`src/hw/cbt_defines.svh`:
```
// Timing constants, field widths and reset values of the bit timing block.
`ifndef CBT_DEFINES_SVH
`define CBT_DEFINES_SVH
`define CBT_PRESCALER_W 6
`define CBT_SEG_FIELD_W 3
`define CBT_JUMP_FIELD_W 2
`define CBT_COUNT_W 4
`define CBT_ERROR_W 5
`define CBT_IPT_TQ 4'h2
`define CBT_RECESSIVE 1'b1
`define CBT_RX_RESET 1'b1
`define CBT_COUNT_RESET 4'h0
`define CBT_ADJUST_RESET 3'h0
`define CBT_PRESC_RESET 6'h00
`endif

```
`src/hw/cbt_pkg.sv`:
```
// Types shared by the bit timing block and its quantum prescaler.
`include "cbt_defines.svh"
package cbt_pkg;
  typedef enum logic [1:0] {
    SEG_SYNC = 2'h0,
    SEG_PROP = 2'h1,
    SEG_PH1 = 2'h3,
    SEG_PH2 = 2'h2
  } cbt_seg_type;

  typedef struct packed {
    logic [`CBT_PRESCALER_W-1:0] cnt;
    logic phase;
  } cbt_presc_state_type;

  typedef struct packed {
    logic sync1;
    logic sync2;
    logic rx_prev;
    cbt_seg_type seg;
    logic [`CBT_COUNT_W-1:0] cnt;
    logic [2:0] ext;
    logic [2:0] shorten;
    logic synced;
    logic [1:0] samp;
    logic rx_bit;
    logic sample_pulse;
    logic bit_start;
    logic hard_pulse;
    logic resync_pulse;
  } cbt_timer_state_type;
endpackage

```
`src/hw/cbt_tick_if.sv`:
```
// Quantum tick signals between the prescaler and the bit timer.
`timescale 1ns/1ns
`default_nettype none
interface cbt_tick_if;
  logic restart;
  logic half_tick;
  logic tq_tick;
  modport source(input restart, output half_tick, output tq_tick);
  modport timer(output restart, input half_tick, input tq_tick);
endinterface
`default_nettype wire

```
`src/hw/cbt_quantum_prescaler.sv`:
```
// Divides the clock into half quanta and time quanta.
`timescale 1ns/1ns
`default_nettype none
`include "cbt_defines.svh"
module cbt_quantum_prescaler (
  // Clock and reset.
  input wire logic clk,
  input wire logic reset_n,
  // Configuration.
  input wire logic [`CBT_PRESCALER_W-1:0] quantum_prescaler,
  // Tick carrier.
  cbt_tick_if.source tick
);
  import cbt_pkg::*;

  cbt_presc_state_type st_q;
  cbt_presc_state_type st_d;
  logic wrap;

  // A half quantum is prescaler plus one clocks, so a quantum is twice that.
  assign wrap = (st_q.cnt == quantum_prescaler);
  assign tick.half_tick = wrap;
  assign tick.tq_tick = wrap & st_q.phase;

  always_comb begin
    st_d = st_q;
    if (tick.restart) begin
      st_d.cnt = `CBT_PRESC_RESET;
      st_d.phase = 1'b0;
    end else if (wrap) begin
      st_d.cnt = `CBT_PRESC_RESET;
      st_d.phase = ~st_q.phase;
    end else begin
      st_d.cnt = st_q.cnt + 6'h01;
    end
  end

  always_ff @(posedge clk or negedge reset_n) begin
    if (!reset_n) begin
      st_q <= '0;
    end else begin
      st_q <= st_d;
    end
  end
endmodule
`default_nettype wire

```
`src/hw/cbt_bit_timing.sv`:
```
// Bit timing, sampling and synchronization logic of the bus controller.
//
// Overview of operation
// - A quantum lasts two times prescaler plus one oscillator clocks.
// - Total bit lengths of 5 to 25 quanta are accepted; use 8 or more.
// - Every bit opens with a synchronization segment exactly one quantum long.
// - Propagation segment is field plus one, 1 to 8 quanta.
// - Phase one is 1 to 8 quanta and may be lengthened by resynchronization.
// - Phase two field gives 1 to 8 quanta, but the length is never set below 2 quanta.
// - In automatic mode phase two equals larger of phase one and processing time.
// - Source select high takes phase two from its field, low uses automatic rule.
// - The received bit is decided at the end of phase one.
// - Triple sampling takes majority of samples at half quantum spacing.
// - Sample count select high picks triple sampling, low a single sample.
// - Two quanta after the sample point are kept for processing.
// - Hard synchronization only on a falling edge while the bus is idle.
// - Hard synchronization restarts the bit at the synchronization segment.
// - At most one synchronization in each bit time.
// - Jump width of 1 to 4 quanta bounds every resynchronization.
// - Only recessive to dominant edges are used for synchronization.
// - Phase error is zero in sync, positive before, negative after sample point.
// - Phase error within jump width resynchronizes like a hard synchronization.
// - Positive error beyond jump width lengthens phase one by the jump width.
// - Negative error beyond jump width shortens phase two by the jump width.
// - An edge counts only if the last sampled bit differs from the new level.
// - No resynchronization on positive error while sending a dominant bit.
`timescale 1ns/1ns
`default_nettype none
`include "cbt_defines.svh"
module cbt_bit_timing (
  // Clock and reset.
  input wire logic clk,
  input wire logic reset_n,
  // Timing configuration.
  input wire logic [`CBT_PRESCALER_W-1:0] quantum_prescaler,
  input wire logic [`CBT_SEG_FIELD_W-1:0] propagation_length,
  input wire logic [`CBT_SEG_FIELD_W-1:0] phase_one_length,
  input wire logic [`CBT_SEG_FIELD_W-1:0] phase_two_length,
  input wire logic phase_two_source_select,
  input wire logic sample_count_select,
  input wire logic [`CBT_JUMP_FIELD_W-1:0] jump_width,
  // Bus side.
  input wire logic bus_receive_pin,
  // Frame logic status.
  input wire logic bus_idle,
  input wire logic transmitting_dominant,
  // Timing results.
  output var logic rx_bit,
  output var logic sample_point,
  output var logic bit_start,
  output var logic hard_sync,
  output var logic resync,
  output var cbt_pkg::cbt_seg_type segment
);
  import cbt_pkg::*;

  cbt_timer_state_type st_q;
  cbt_timer_state_type st_d;
  cbt_tick_if tick ();

  logic [`CBT_COUNT_W-1:0] prop_len;
  logic [`CBT_COUNT_W-1:0] ph1_len;
  logic [`CBT_COUNT_W-1:0] ph2_len;
  logic [`CBT_COUNT_W-1:0] ph2_field;
  logic [`CBT_COUNT_W-1:0] ph2_auto;
  logic [`CBT_COUNT_W-1:0] sjw_len;
  logic [`CBT_COUNT_W-1:0] ph1_end;
  logic [`CBT_ERROR_W-1:0] err_mag;
  logic fall_edge;
  logic usable_edge;
  logic majority;
  logic positive;
  logic do_restart;
  logic do_extend;
  logic do_shorten;

  // Field value n selects a length of n plus one quanta.
  function automatic logic [`CBT_COUNT_W-1:0] field_len(input logic [2:0] f);
    field_len = {1'b0, f} + 4'h1;
  endfunction

  cbt_quantum_prescaler u_prescaler (
    .clk(clk),
    .reset_n(reset_n),
    .quantum_prescaler(quantum_prescaler),
    .tick(tick.source)
  );

  assign prop_len = field_len(propagation_length);
  assign ph1_len = field_len(phase_one_length);
  assign sjw_len = field_len({1'b0, jump_width});
  assign ph2_field = field_len(phase_two_length);
  assign ph2_auto = (ph1_len > `CBT_IPT_TQ) ? ph1_len : `CBT_IPT_TQ;

  // Phase two never drops below the processing time.
  always_comb begin
    if (phase_two_source_select) begin
      ph2_len = (ph2_field > `CBT_IPT_TQ) ? ph2_field : `CBT_IPT_TQ;
    end else begin
      ph2_len = ph2_auto;
    end
  end

  assign ph1_end = ph1_len + {1'b0, st_q.ext} - 4'h1;
  assign majority = (st_q.sync2 & st_q.samp[0]) | (st_q.sync2 & st_q.samp[1])
    | (st_q.samp[0] & st_q.samp[1]);
  assign fall_edge = (st_q.rx_prev == `CBT_RECESSIVE) && (st_q.sync2 != `CBT_RECESSIVE);
  assign usable_edge = fall_edge && (st_q.rx_bit != st_q.sync2) && !st_q.synced;

  // Phase error magnitude and sign, in quanta, of an edge in the current segment.
  always_comb begin
    positive = 1'b0;
    err_mag = 5'h00;
    case (st_q.seg)
      SEG_PROP: begin
        positive = 1'b1;
        err_mag = {1'b0, st_q.cnt} + 5'h01;
      end
      SEG_PH1: begin
        positive = 1'b1;
        err_mag = {1'b0, prop_len} + {1'b0, st_q.cnt} + 5'h01;
      end
      SEG_PH2: begin
        err_mag = {1'b0, ph2_len} - {1'b0, st_q.cnt} - {2'b00, st_q.shorten};
      end
      default: begin
        err_mag = 5'h00;
      end
    endcase
  end

  // Decides which synchronization, if any, this edge causes.
  always_comb begin
    do_restart = 1'b0;
    do_extend = 1'b0;
    do_shorten = 1'b0;
    if (usable_edge) begin
      if (bus_idle) begin
        do_restart = 1'b1;
      end else if (st_q.seg != SEG_SYNC) begin
        if (!(positive && transmitting_dominant)) begin
          if (err_mag <= {1'b0, sjw_len}) begin
            do_restart = 1'b1;
          end else if (positive) begin
            do_extend = 1'b1;
          end else begin
            do_shorten = 1'b1;
          end
        end
      end
    end
  end

  assign tick.restart = do_restart;

  always_comb begin
    st_d = st_q;
    st_d.sync1 = bus_receive_pin;
    st_d.sync2 = st_q.sync1;
    st_d.rx_prev = st_q.sync2;
    st_d.sample_pulse = 1'b0;
    st_d.bit_start = 1'b0;
    st_d.hard_pulse = 1'b0;
    st_d.resync_pulse = 1'b0;
    if (tick.half_tick) begin
      st_d.samp = {st_q.samp[0], st_q.sync2};
    end
    if (tick.tq_tick) begin
      case (st_q.seg)
        SEG_SYNC: begin
          st_d.seg = SEG_PROP;
          st_d.cnt = `CBT_COUNT_RESET;
        end
        SEG_PROP: begin
          if (st_q.cnt >= prop_len - 4'h1) begin
            st_d.seg = SEG_PH1;
            st_d.cnt = `CBT_COUNT_RESET;
          end else begin
            st_d.cnt = st_q.cnt + 4'h1;
          end
        end
        SEG_PH1: begin
          if (st_q.cnt >= ph1_end) begin
            st_d.seg = SEG_PH2;
            st_d.cnt = `CBT_COUNT_RESET;
            st_d.sample_pulse = 1'b1;
            st_d.rx_bit = sample_count_select ? majority : st_q.sync2;
          end else begin
            st_d.cnt = st_q.cnt + 4'h1;
          end
        end
        SEG_PH2: begin
          if ({1'b0, st_q.cnt} + 5'h01 + {2'b00, st_q.shorten} >= {1'b0, ph2_len}) begin
            st_d.seg = SEG_SYNC;
            st_d.cnt = `CBT_COUNT_RESET;
            st_d.ext = `CBT_ADJUST_RESET;
            st_d.shorten = `CBT_ADJUST_RESET;
            st_d.synced = 1'b0;
            st_d.bit_start = 1'b1;
          end else begin
            st_d.cnt = st_q.cnt + 4'h1;
          end
        end
        default: begin
          st_d.seg = SEG_SYNC;
          st_d.cnt = `CBT_COUNT_RESET;
        end
      endcase
    end
    if (do_restart) begin
      // A restart on the sample tick wins, so that sample is dropped.
      st_d.sample_pulse = 1'b0;
      st_d.rx_bit = st_q.rx_bit;
      st_d.seg = SEG_SYNC;
      st_d.cnt = `CBT_COUNT_RESET;
      st_d.ext = `CBT_ADJUST_RESET;
      st_d.shorten = `CBT_ADJUST_RESET;
      st_d.synced = 1'b1;
      st_d.bit_start = 1'b1;
      st_d.hard_pulse = bus_idle;
      st_d.resync_pulse = !bus_idle;
    end else if (do_extend) begin
      st_d.ext = sjw_len[2:0];
      st_d.synced = 1'b1;
      st_d.resync_pulse = 1'b1;
    end else if (do_shorten) begin
      st_d.shorten = sjw_len[2:0];
      st_d.synced = 1'b1;
      st_d.resync_pulse = 1'b1;
    end
  end

  always_ff @(posedge clk or negedge reset_n) begin
    if (!reset_n) begin
      st_q.sync1 <= `CBT_RECESSIVE;
      st_q.sync2 <= `CBT_RECESSIVE;
      st_q.rx_prev <= `CBT_RECESSIVE;
      st_q.seg <= SEG_SYNC;
      st_q.cnt <= `CBT_COUNT_RESET;
      st_q.ext <= `CBT_ADJUST_RESET;
      st_q.shorten <= `CBT_ADJUST_RESET;
      st_q.synced <= 1'b0;
      st_q.samp <= 2'h3;
      st_q.rx_bit <= `CBT_RX_RESET;
      st_q.sample_pulse <= 1'b0;
      st_q.bit_start <= 1'b0;
      st_q.hard_pulse <= 1'b0;
      st_q.resync_pulse <= 1'b0;
    end else begin
      st_q <= st_d;
    end
  end

  assign rx_bit = st_q.rx_bit;
  assign sample_point = st_q.sample_pulse;
  assign bit_start = st_q.bit_start;
  assign hard_sync = st_q.hard_pulse;
  assign resync = st_q.resync_pulse;
  assign segment = st_q.seg;
endmodule
`default_nettype wire

```
`config.mk`:
```
export PLATFORM = sky130hd
export DESIGN_NAME = cbt_bit_timing
export DESIGN_NICKNAME = d
export VERILOG_FILES = /design/src/hw/cbt_pkg.sv /design/src/hw/cbt_tick_if.sv /design/src/hw/cbt_quantum_prescaler.sv /design/src/hw/cbt_bit_timing.sv
export VERILOG_INCLUDE_DIRS = /design/src /design/src/hw
export SDC_FILE = /design/constraint.sdc
export NUM_CORES = 1
export LEC_CHECK = 0
export BUFFER_PORTS_ARGS = -buffer_cell sky130_fd_sc_hd__clkbuf_2
export CORE_MARGIN = 10
export CORE_UTILIZATION = 35
export CTS_BUF_LIST = sky130_fd_sc_hd__clkbuf_16
export CTS_CLUSTER_SIZE = 20
export DETAILED_ROUTE_END_ITERATION = 6
export GPL_TIMING_DRIVEN = 1
export HOLD_SLACK_MARGIN = 0.15
export SETUP_SLACK_MARGIN = 0.2
export SYNTH_ARGS = -nofsm -noshare
export SYNTH_HDL_FRONTEND = slang
export SYNTH_SLANG_ARGS = --single-unit
```
`constraint.sdc`:
```
create_clock -name clk -period 6.8 [get_ports clk]
set_input_delay 0 -clock clk [delete_from_list [all_inputs] [get_ports clk]]
set_output_delay 0 -clock clk [all_outputs]
set_load 0.02 [all_outputs]
```
==> results.md <==
- DR vias/cell: 5.154
- Pins over their slew limit: 0
- All-layer global routing usage: 0.1142
- Synth Area in XOR/XNOR: 0.06928
- Die Wd: 109.1 um
- CTS root buffer: clkbuf_16
- # nets final: 413
- Largest family of logic cells by synthesized area: adder cells
- Critical path class: flip-flop to flip-flop
- Met3 usage: 0.02301
- Setup TNS: 0 ps
- Slew HR: 0.5094
- CTS clk-pin slew, worst paths: 50 ps
- Leakage: 0.001514 uW
- Synth area leaders: dfrtp_1, ha_1, dfstp_2
- Setup slack, reg-to-reg: 2940 ps
- Unrepaired setup endpoints after global routing: no
- Initial antenna violation count: 0
- Final hold violations: 0
- Register area share after synthesis: 0.2726
- Critical Path Sink Type: flip-flop
- Die Ht: 109.1 um
- Die area: 11910 um^2
- 1st-pass router iterations: 4
- Area Overhead vs Synth: 15.65%
- Max clock buf depth: 2
- Clk sinks: 30
- Starting Density: 0.3599
- GP Congestion: 0.7804
- Fillers: 771
- Ant diodes: 0
- Fmax: 258.9 MHz
- Post-synthesis mux area share: 0.02429
- Worst-skew pair later-pin latency: 280 ps
- Ys flop type: dfrtp_1
- # Max-Cap Violations: 0
- Peak VDD IR: 0.2031 mV
- Synth Cell Area: 2781 um^2
- # IOs: 31
- First-pass GRT wire length: 11140 um
- Layer with the highest usage: met2
- Syn Inst Count: 312
- Critical path origin: st_q[14]
- Syn_area_per_cell: 8.915 um^2
- Register bit total from synthesis: 30
- Async SR Flop Fraction: 1.000
- Core Region: 7727 um^2
- Ys Warns: 0
- CTS resizes: 0
- DRC: 0
- Met1 GRT Util: 0.1523
- Post-CTS Hold Fix Bufs: 5
- Number of global-route vias before repair: 2346
- Post-Route WL: 6463 um
- GRT Residual Overflow: 0
- Core Util, Final: 0.4163
- Hold Crit Class: primary input to flip-flop
- Detailed-route via count: 2309
- WP data required: 7010 ps
- Cell Pwr Density: 241.9 nW/um^2
- Clock Skew: 6.548 ps
- Simple logic cell fraction of the synthesized area: 0.2056
- H-tree depth: 2
- IO buf count: 30
- Synth area leader: dfrtp_1
- CTS Buf Count: 5
- Wire per inst: 14.43 um
- Final setup viols: 0
- Status: complete, no violations
- DR iter-0 viols: 132
- Start point of the worst hold path: jump_width[1]
- Routed Antenna Nets: 0
- Setup Fix Bufs, Post-CTS: 0
- Synth Net Count: 380
- Yosys top cell area share: 0.2159
- Worst Tran Pin Value: 735.9 ps
- Rows: 32
- Data arrival time of the worst path: 4070 ps
- DP Wirelength: 5000 um
- CTS tree: done
- Compound-gate portion of the synthesized area: 0.1475
- Post-Synth Adder-Cell Area: 0.2141
- Worst reg2reg path startpoint: st_q[14]
- Fin crit period: 3862 ps
- EDFF count, synth: 0
- Share of cells above drive strength 1: 0.1647
- Worst Path Max Fanout: 17
- Count of different cell masters after synthesis: 57
- Setup slack after layout: 2938 ps
- Met2 Resource Use GR: 0.1817
- Pwr Total: 778.2 uW
- Largest net degree at the start of global routing: 31
- Fin crit share: 0.5680
- Pre-CTS setup slack: 2767 ps
- Startpoint types: flip-flop
==> worst paths after layout <==
kind / end / depth (start not counted)
worst max-delay path: rx_bit / 14
worst min register to register: st_d[20] / 0
min in group asynchronous: u_prescaler.st_q[4] / 2
worst max register to register: rx_bit / 14
max in group asynchronous: st_q[11] / 2
worst min-delay path: st_q[13] / 4
==> logic make-up after synthesis <==
logic type | Yosys count
simple gates | 103
compound gates | 64
fa+ha+maj | 44
buf+inv | 43
flops | 30
xor+xnor | 22
mux | 6
==> power by group <==
| part | internal [uW] | switching [uW] | leakage (uW) |
|---|---|---|---|
| combinational | 124 | 135 | 0.00105 |
| sequential | 216 | 51.8 | 0.000380 |
| clock | 171 | 79.5 | 0.0000836 |
| total | 512 | 267 | 0.00151 |
==> registers in the layout, indices dropped and copies added, names as in the netlist <==
name and cells:
segment 2, st_q 14, st_d 2, bit_start 1
u_prescaler.st_q 7, resync 1, sample_point 1, hard_sync 1
rx_bit 1
==> critical path, cell delays in order, from the launching register on <==
cell and delay, ps:
dfrtp_1 520, inv_1 210, ha_1 250, inv_1 70
fa_1 410, mux2i_1 150, o21ai_0 100, ha_1 320
nor2b_1 140, o21a_1 160, o21ai_0 210, o211a_1 230
a31o_1 570, nor4_4 130, mux2_4 320
==> routing by layer <==
| metal | share of wire | up-vias |
|---|---|---|
| li1 | - | 1156 |
| met1 | 0.49 | 1096 |
| met2 | 0.46 | 49 |
| met3 | 0.042 | 8 |
| met4 | 0.013 | 0 |
| met5 | 0 | - |
==> synthesized netlist by cell type, types with 7 or more instances <==
library cell and count:
xnor2_1 11, nand3_1 12, a21oi_1 21, dfrtp_1 24
ha_1 38, inv_1 34, xor2_1 11, nand2_1 23
nand2b_1 7, o21ai_0 10, nor3_1 10, nor2_1 18
==> metrics by stage <==
stage / instance area (um^2) / std cells / hold slack (ps)
3_5_place_dp: 3002 / 435 / 89.18
6_report: 3217 / 448 / 205.7
5_1_grt: 3217 / 448 / 245.8
3_3_place_gp: 3002 / 435 / 88.88
2_1_floorplan: 2781 / 312 / -295.6
4_1_cts: 3217 / 448 / 210.1
==> final cells by class <==
cell class / instances / area, um^2 / area share
tap: 102 / 127.6 / 0.03967
inverter: 34 / 127.6 / 0.03967
clock buffer: 5 / 125.1 / 0.03890
multi-input combinational: 239 / 1838 / 0.5714
timing repair buffer: 35 / 200.2 / 0.06223
sequential: 30 / 758.2 / 0.2357
clock inverter: 3 / 40.04 / 0.01245
==> placed cells by master, fill, tap and decap left out, types with 11 or more instances in the layout <==
cell type	synthesis	final
xor2_1	11	11
nand3_1	12	12
nor2_1	18	18
a21oi_1	21	21
nand2_1	23	23
xnor2_1	11	11
inv_1	34	34
clkbuf_2	0	30
dfrtp_1	24	24
ha_1	38	38
Note: power is estimated with default switching activity, not from simulation.
